<file path="src/rtl/bit_shift_defs.vh">
// constants for the bit, shift and flag instruction executor
`ifndef BIT_SHIFT_DEFS_VH
`define BIT_SHIFT_DEFS_VH
// status flag bit positions
`define FLG_C 3'd0
`define FLG_Z 3'd1
`define FLG_N 3'd2
`define FLG_V 3'd3
`define FLG_S 3'd4
`define FLG_H 3'd5
`define FLG_T 3'd6
`define FLG_I 3'd7
// operation codes on op_i
`define OP_NOP        5'h00
`define OP_BRANCH_IRQ 5'h01
`define OP_IO_SET     5'h02
`define OP_IO_CLR     5'h03
`define OP_LSL        5'h04
`define OP_LSR        5'h05
`define OP_ASR        5'h06
`define OP_ROL        5'h07
`define OP_ROR        5'h08
`define OP_SWAP       5'h09
`define OP_BST        5'h0A
`define OP_BLD        5'h0B
`define OP_FLAG_SET   5'h0C
`define OP_FLAG_CLR   5'h0D
`define OP_MOV        5'h0E
`define OP_REG_PAIR_COPY       5'h0F
`define OP_LDI        5'h10
`define OP_LD_X       5'h11
// reset values
`define STATUS_RST    8'h00
`define PC_RST        16'h0000
`endif

</file>
<file path="src/rtl/bit_shift_flag_instr_exec.v">
// executor for branch-if-irq-off, io bit, shift, rotate, swap, transfer and flag ops
//
// Behaviour
// RULE1 - irq off branch: pc+k+1, 1/2 cycles; here pc_o loads k_i unchanged as the target
// RULE2 - io bit force high, two cycles
// RULE3 - io bit force low, two cycles
// RULE4 - left shift, zero fill, flags, one cycle
// RULE5 - logical/signed right shift, flags, one cycle
// RULE6 - rotate left through carry, one cycle
// RULE7 - rotate right through carry, one cycle
// RULE8 - nibble swap, no flags, one cycle
// RULE9 - register bit into transfer flag
// RULE10 - transfer flag into register bit
// RULE11 - single flag set/clear by index
// RULE12 - overflow flag force, one cycle
// RULE13 - signed test flag force, one cycle
// RULE14 - moves one cycle, pointer read two
// RULE15 - carry takes the shifted-out bit
//
// Chosen here: the strobed register port and the register offsets.
`timescale 1ns/1ps
`include "bit_shift_defs.vh"

module bit_shift_flag_instr_exec #(
  parameter PC_W = 16
) (
  input  wire            clk_i,
  input  wire            rst_b_i,
  input  wire            start_i,
  input  wire [4:0]      op_i,
  input  wire [4:0]      rd_i,
  input  wire [4:0]      rr_i,
  input  wire [2:0]      bit_i,
  input  wire [5:0]      io_addr_i,
  input  wire [7:0]      imm_i,
  input  wire [PC_W-1:0] k_i,
  input  wire [7:0]      rd_val_i,
  input  wire [7:0]      rr_val_i,
  input  wire [7:0]      rr_hi_val_i,
  input  wire [7:0]      io_rdata_i,
  input  wire [7:0]      mem_rdata_i,
  input  wire [15:0]     x_ptr_i,
  output wire            busy_o,
  output reg             done_o,
  output reg             reg_we_o,
  output reg             reg_we_hi_o,
  output reg  [4:0]      reg_waddr_o,
  output reg  [7:0]      reg_wdata_o,
  output reg  [7:0]      reg_wdata_hi_o,
  output reg             io_re_o,
  output reg             io_we_o,
  output reg  [5:0]      io_addr_o,
  output reg  [7:0]      io_wdata_o,
  output reg             mem_re_o,
  output reg  [15:0]     mem_addr_o,
  output reg             pc_load_o,
  output reg  [PC_W-1:0] pc_o,
  output reg  [7:0]      status_flags_reg_o
);

  // -------------------------------------------------------------------
  // sequencing
  // -------------------------------------------------------------------
  localparam [3:0] ST_IDLE = 4'b0001;
  localparam [3:0] ST_IO   = 4'b0010;
  localparam [3:0] ST_LD   = 4'b0100;
  localparam [3:0] ST_BR   = 4'b1000;

  reg [3:0]      state_q;
  reg [3:0]      state_d;
  reg            io_set_q;
  reg [2:0]      bit_q;
  reg [5:0]      pio_q;
  reg [4:0]      rd_q;
  reg [PC_W-1:0] pc_q;

  // second cycle of io bit ops, pointer reads and taken branches blocks new starts
  assign busy_o = (state_q != ST_IDLE);

  // -------------------------------------------------------------------
  // shift unit
  // -------------------------------------------------------------------
  reg [7:0] sh_res;
  reg       sh_c;
  reg       sh_op;
  wire [7:0] st = status_flags_reg_o;

  always @* begin
    sh_op  = 1'b1;
    sh_res = rd_val_i;
    sh_c   = st[`FLG_C];
    case (op_i)
      `OP_LSL: begin
        sh_res = {rd_val_i[6:0], 1'b0};                    // [RULE4]
        sh_c   = rd_val_i[7];                              // [RULE15]
      end
      `OP_LSR: begin
        sh_res = {1'b0, rd_val_i[7:1]};                    // [RULE5]
        sh_c   = rd_val_i[0];                              // [RULE15]
      end
      `OP_ASR: begin
        sh_res = {rd_val_i[7], rd_val_i[7:1]};             // [RULE5]
        sh_c   = rd_val_i[0];                              // [RULE15]
      end
      `OP_ROL: begin
        sh_res = {rd_val_i[6:0], st[`FLG_C]};              // [RULE6]
        sh_c   = rd_val_i[7];
      end
      `OP_ROR: begin
        sh_res = {st[`FLG_C], rd_val_i[7:1]};              // [RULE7]
        sh_c   = rd_val_i[0];
      end
      default: sh_op = 1'b0;
    endcase
  end

  // v is n xor c after a shift; s follows n xor v
  wire sh_n = sh_res[7];
  wire sh_v = sh_n ^ sh_c;
  wire sh_z = (sh_res == 8'h00);

  // -------------------------------------------------------------------
  // bit masks
  // -------------------------------------------------------------------
  // operand bit for transfer-flag loads, held bit for the io second cycle
  wire [7:0] op_mask = 8'h01 << bit_i;
  wire [7:0] io_mask = 8'h01 << bit_q;
  wire [7:0] bld_val;
  wire [7:0] io_set_val;
  wire [7:0] io_clr_val;

  genvar g;
  generate
    for (g = 0; g < 8; g = g + 1) begin : g_bit
      assign bld_val[g]    = op_mask[g] ? st[`FLG_T] : rd_val_i[g]; // [RULE10]
      assign io_set_val[g] = io_rdata_i[g] | io_mask[g];            // [RULE2]
      assign io_clr_val[g] = io_rdata_i[g] & ~io_mask[g];           // [RULE3]
    end
  endgenerate

  // -------------------------------------------------------------------
  // status flags
  // -------------------------------------------------------------------
  // every flag writer is a one-cycle op, so flags commit on the start edge;
  // a start seen while busy is dropped here just as in the sequencer
  wire take = start_i && (state_q == ST_IDLE);

  always @(posedge clk_i) begin
    if (!rst_b_i) begin
      status_flags_reg_o <= `STATUS_RST;
    end else if (take) begin
      case (op_i)
        `OP_LSL, `OP_LSR, `OP_ASR, `OP_ROL, `OP_ROR: begin
          status_flags_reg_o[`FLG_C] <= sh_c;              // [RULE4] [RULE5]
          status_flags_reg_o[`FLG_Z] <= sh_z;              // [RULE6] [RULE7]
          status_flags_reg_o[`FLG_N] <= sh_n;
          status_flags_reg_o[`FLG_V] <= sh_v;
          status_flags_reg_o[`FLG_S] <= sh_n ^ sh_v;
        end
        `OP_BST: begin
          status_flags_reg_o[`FLG_T] <= rr_val_i[bit_i];   // [RULE9]
        end
        // index covers c,z,n,v,s,h,t,i incl. the dedicated forms
        `OP_FLAG_SET: begin
          status_flags_reg_o[bit_i] <= 1'b1;               // [RULE11] [RULE12] [RULE13]
        end
        `OP_FLAG_CLR: begin
          status_flags_reg_o[bit_i] <= 1'b0;               // [RULE11] [RULE12] [RULE13]
        end
        default: ;
      endcase
    end
  end

  // -------------------------------------------------------------------
  // execution
  // -------------------------------------------------------------------
  always @* begin
    state_d = state_q;
    case (state_q)
      ST_IDLE: begin
        if (start_i && (op_i == `OP_IO_SET || op_i == `OP_IO_CLR))
          state_d = ST_IO;
        else if (start_i && op_i == `OP_LD_X)
          state_d = ST_LD;
        else if (start_i && op_i == `OP_BRANCH_IRQ && !st[`FLG_I])
          state_d = ST_BR;
      end
      ST_IO:   state_d = ST_IDLE;
      ST_LD:   state_d = ST_IDLE;
      ST_BR:   state_d = ST_IDLE;
      default: state_d = ST_IDLE;
    endcase
  end

  always @(posedge clk_i) begin
    if (!rst_b_i) begin
      state_q            <= ST_IDLE;
      io_set_q           <= 1'b0;
      bit_q              <= 3'h0;
      pio_q              <= 6'h00;
      rd_q               <= 5'h00;
      pc_q               <= `PC_RST;
      done_o             <= 1'b0;
      reg_we_o           <= 1'b0;
      reg_we_hi_o        <= 1'b0;
      reg_waddr_o        <= 5'h00;
      reg_wdata_o        <= 8'h00;
      reg_wdata_hi_o     <= 8'h00;
      io_re_o            <= 1'b0;
      io_we_o            <= 1'b0;
      io_addr_o          <= 6'h00;
      io_wdata_o         <= 8'h00;
      mem_re_o           <= 1'b0;
      mem_addr_o         <= 16'h0000;
      pc_load_o          <= 1'b0;
      pc_o               <= `PC_RST;
    end else begin
      state_q     <= state_d;
      done_o      <= 1'b0;
      reg_we_o    <= 1'b0;
      reg_we_hi_o <= 1'b0;
      io_re_o     <= 1'b0;
      io_we_o     <= 1'b0;
      mem_re_o    <= 1'b0;
      pc_load_o   <= 1'b0;
      case (state_q)
        ST_IDLE: begin
          if (start_i) begin
            reg_waddr_o <= rd_i;
            // single-cycle ops finish on the next edge
            done_o <= !(op_i == `OP_IO_SET || op_i == `OP_IO_CLR || op_i == `OP_LD_X
                        || (op_i == `OP_BRANCH_IRQ && !st[`FLG_I]));
            case (op_i)
              `OP_BRANCH_IRQ: begin
                if (!st[`FLG_I]) begin
                  pc_q <= k_i;                               // [RULE1]
                end
              end
              `OP_IO_SET, `OP_IO_CLR: begin
                io_re_o   <= 1'b1;                           // [RULE2] [RULE3]
                io_addr_o <= io_addr_i;
                pio_q     <= io_addr_i;
                bit_q     <= bit_i;
                io_set_q  <= (op_i == `OP_IO_SET);
              end
              `OP_LSL, `OP_LSR, `OP_ASR, `OP_ROL, `OP_ROR: begin
                reg_we_o    <= sh_op;
                reg_wdata_o <= sh_res;                       // [RULE4] [RULE5]
              end
              `OP_SWAP: begin
                reg_we_o    <= 1'b1;
                reg_wdata_o <= {rd_val_i[3:0], rd_val_i[7:4]}; // [RULE8]
              end
              `OP_BLD: begin
                reg_we_o    <= 1'b1;
                reg_wdata_o <= bld_val;                      // [RULE10]
              end
              `OP_MOV: begin
                reg_we_o    <= 1'b1;
                reg_wdata_o <= rr_val_i;                     // [RULE14]
              end
              `OP_REG_PAIR_COPY: begin
                reg_we_o       <= 1'b1;
                reg_we_hi_o    <= 1'b1;
                reg_waddr_o    <= {rd_i[4:1], 1'b0};
                reg_wdata_o    <= rr_val_i;                  // [RULE14]
                reg_wdata_hi_o <= rr_hi_val_i;
              end
              `OP_LDI: begin
                reg_we_o    <= 1'b1;
                reg_wdata_o <= imm_i;                        // [RULE14]
              end
              `OP_LD_X: begin
                mem_re_o   <= 1'b1;                          // [RULE14]
                mem_addr_o <= x_ptr_i;
                rd_q       <= rd_i;
              end
              default: ;
            endcase
          end
        end
        ST_IO: begin
          // read-modify-write; other bits pass unchanged
          io_we_o    <= 1'b1;
          io_addr_o  <= pio_q;
          io_wdata_o <= io_set_q ? io_set_val : io_clr_val;  // [RULE2] [RULE3]
          done_o     <= 1'b1;
        end
        ST_BR: begin
          // second cycle of a taken branch, any target value
          pc_load_o <= 1'b1;
          pc_o      <= pc_q;                                 // [RULE1]
          done_o    <= 1'b1;
        end
        ST_LD: begin
          reg_we_o    <= 1'b1;
          reg_waddr_o <= rd_q;
          reg_wdata_o <= mem_rdata_i;                        // [RULE14]
          done_o      <= 1'b1;
        end
        default: ;
      endcase
    end
  end

endmodule // bit_shift_flag_instr_exec

</file>
<file path="config.mk">
export PLATFORM = sky130hd
export DESIGN_NAME = bit_shift_flag_instr_exec
export DESIGN_NICKNAME = d
export VERILOG_FILES = /design/src/rtl/bit_shift_flag_instr_exec.v
export VERILOG_INCLUDE_DIRS = /design/src /design/src/rtl
export SDC_FILE = /design/constraint.sdc
export NUM_CORES = 1
export LEC_CHECK = 0
export ABC_AREA = 1
export BUFFER_PORTS_ARGS = -buffer_cell sky130_fd_sc_hd__buf_2
export CAP_MARGIN = 20
export CORE_MARGIN = 2
export CORE_UTILIZATION = 54
export DETAILED_ROUTE_END_ITERATION = 8
export GPL_TIMING_DRIVEN = 0
export PLACE_DENSITY = 0.89
export SKIP_CTS_REPAIR_TIMING = 1
export SLEW_MARGIN = 20
export SYNTH_ARGS = -nofsm -noshare
export SYNTH_HDL_FRONTEND = slang
export SYNTH_SLANG_ARGS = --single-unit
</file>
<file path="constraint.sdc">
create_clock -name clk_i -period 2.8 [get_ports clk_i]
set_input_delay 0.42 -clock clk_i [delete_from_list [all_inputs] [get_ports clk_i]]
set_output_delay 0.42 -clock clk_i [all_outputs]
set_load 0.01 [all_outputs]
</file>
==> impl_metrics.ini <==
[setup_path]
cp_top_family = buffers and inverters
path_common_cell = nor2_1
critPathRequiredTime_ns = 3.23
slowest_stage = clkinv_1
slowest_delay_ns = 0.49
worstRegToRegCells = 7
critical_path_buf_inv_count = 3
path_class = reg -> reg
arrival_ns = 2.56
crit_chain = nor2_1, inv_1, nor3_2, clkinv_1, buf_2, nor2_1, nor2_1
crit-reg2reg-launch = state_q[0]$_SDFFE_PN1P_
reg2reg_to = pc_o[9]$_SDFFE_PN0P_
cp-start-kind = flop
reg2reg_slack_ns = 0.67
worstPathMaxFanout = 10
cp-end-kind = flop

[timing]
clock_skew_ns = 0.0183
timing.slew.headroom_pct = 56.4
worst_slew_pin_slew_ns = 0.648
final.min_clock_period_ns = 2.13
fin_setup_tns_ns = 0
holdWs_ns = 0.106
period_share_pct = 76.2
rsz0062_at_grt = no
slew_violations = 0
hold_viol_final = 0
fmax_mhz = 469
finalSetupViolCount = 0

[synthesis]
synth_compound_area_share_pct = 19.6
synth-seq-cells = 117
muxShareOfSynthArea_pct = 0
yosysTopAreaCell = dfxtp_1
synthCells = 750
ys_seq_area_share_pct = 44.3
synth_area_leaders = dfxtp_1, nor2_1, o21ai_0
yosysWarningCount = 0
synth_area_mm2 = 0.00529
synth_edf_count = 0
asyncSetResetFlopFracSynth_pct = 0
yosys.area_share.simple_pct = 30.1
synth_fp_nets = 857
synth_top_family_by_area = simple AND/OR/NAND/NOR gates
yosys.area.top_type_share_pct = 44.3
synthAdderAreaFrac_pct = 0
synth-main-ff-cell = dfxtp_1
synth_cell_types = 37
syn-mean-instance-area_um2 = 7.06
synthXorXnorAreaFrac_pct = 0

[grt]
grt_pass1_wl_um = 24400
grt_pass1_vias = 5226
grtUsageTotal_pct = 29.8
grt_max_degree = 17
overflow = 0
antenna_found_initial = 0

[run]
cap_violations = 0

[hold_path]
hold_depth = 3
hold_end = pc_q[5]$_SDFFE_PN0P_
min_from = k_i[5]
min_path_type = in -> reg

[floorplanning]
start_util_pct = 54.9
die_width_um = 103
die_y_um = 103
rows = 36
io_pins = 190
fp.coreArea_mm2 = 0.00964
dieArea_mm2 = 0.0106

[cells_and_area]
final_layout_size_suffix_gt1_share_pct = 26.6
areaGrowthSynthToFinish_pct = 30.9
fill_cells = 835
nets = 1057
mostFrequentLayoutCells = nor2_1, buf_2, dfxtp_1
fin_area_mm2 = 0.00693
mostFrequentLayoutCell = nor2_1
antenna_cells = 0

[pwr]
power.density_cell_area_mw_per_mm2 = 597
leakagePower_uw = 0.00347
vdd_drop_max_mv = 0.575

[clock_network]
clock_path_buffers = 2
cts_num_sinks = 117
cts_htree_levels = 4
cts_buffers = 17
clkTransAtPathRegs_ns = 0.06
cts_tree = done
clock_latency_ns = 0.54
cts_root_buffer = clkbuf_8

[routing]
routed_via_density = 5.25
wl_um = 15900
drc = 0
firstDrtPassIters = 4
wire_per_inst_um = 14.5
num_vias = 5752
dr.first_iter.drc_count = 297
final_antenna_net_count = 0

[place]
io_buffers = 181
dp.final_hpwl_um = 11700
place_area_mm2 = 0.00636
gp_congestion = 0.994

[run_status]
status = completed
## worst max path at each step
| stage | start | endpoint | slack, ns | cells after the start |
|---|---|---|---|---|
| final | state_q[0]$_SDFFE_PN1P_ | pc_o[9]$_SDFFE_PN0P_ | 0.67 | 7 |
| after global routing | state_q[0]$_SDFFE_PN1P_ | pc_o[9]$_SDFFE_PN0P_ | 0.56 | 7 |
| after CTS | state_q[0]$_SDFFE_PN1P_ | pc_o[9]$_SDFFE_PN0P_ | 0.70 | 7 |
| after detailed placement | op_i[0] | pc_q[6]$_SDFFE_PN0P_ | 0.69 | 10 |
| after global placement | op_i[0] | pc_q[11]$_SDFFE_PN0P_ | 0.71 | 10 |
| after floorplan | op_i[1] | pc_q[10]$_SDFFE_PN0P_ | 1.16 | 10 |
## through the flow
step,utilization [%],std cells,worst slack [ns],power [µW]
final,71.9,1096,0.666,4140
after global routing,71.9,1096,0.562,4270
after CTS,71.9,1096,0.702,4140
after detailed placement,66.0,1064,0.687,2110
after global placement,66.0,1064,0.713,2110
after floorplan,-,750,1.16,1950
## metal layers
metal	wire length (µm)	up-vias	track usage (%)	share of wire (%)
met3	1520	38	9.29	9.6
li1	-	2892	-	-
met4	362	0	11.8	2.3
met2	7330	266	48.8	46
met5	0	-	0	0
met1	6690	2556	36.7	42
## cell families after synthesis
| logic type | count (synthesis) |
|---|---|
| and+or+nand+nor | 373 |
| buffers and inverters | 76 |
| AOI/OAI and AO/OA | 184 |
| DFF | 117 |
## cells in the mapped netlist, types with 4 or more instances
library cell	count
a21oi_1	45
a22oi_1	8
a31oi_1	5
buf_2	9
clkbuf_1	15
dfxtp_1	117
inv_1	37
inv_2	7
nand2_1	108
nand3_1	29
nand3_2	4
nor2_1	194
nor2_4	5
nor3_1	18
o211ai_1	6
o21ai_0	101
o221ai_1	7
## state kept, by name (all words and copies together) (netlist names), 3 cells and up, named ones only
name / count
status_flags_reg_o: 6
reg_wdata_hi_o: 8
io_wdata_o: 8
pc_q: 16
state_q: 4
mem_addr_o: 16
pio_q: 6
io_addr_o: 6
reg_wdata_o: 8
reg_waddr_o: 5
pc_o: 16
rd_q: 5
bit_q: 3
## final cells by class
cell class | instances | area [µm²] | area share [%]
Multi-Input combinational cell | 557 | 2630 | 37.9
Sequential cell | 117 | 2340 | 33.8
Timing Repair Buffer | 181 | 906 | 13.1
Clock buffer | 19 | 442 | 6.38
Inverter | 46 | 173 | 2.49
Tap cell | 133 | 166 | 2.40
Buffer | 30 | 150 | 2.17
Clock inverter | 13 | 121 | 1.75
## where the power goes
part	total [µW]	switching, µW	internal [µW]
combinational	367	228	139
clock	2050	824	1230
sequential	1720	18.2	1700
total	4140	1070	3070
## tightest hold or removal path: stages
cell and delay (ns):
buf_2 0.07, nor2_1 0.03, nor2_1 0.08
(Power assumes the default switching activity.)
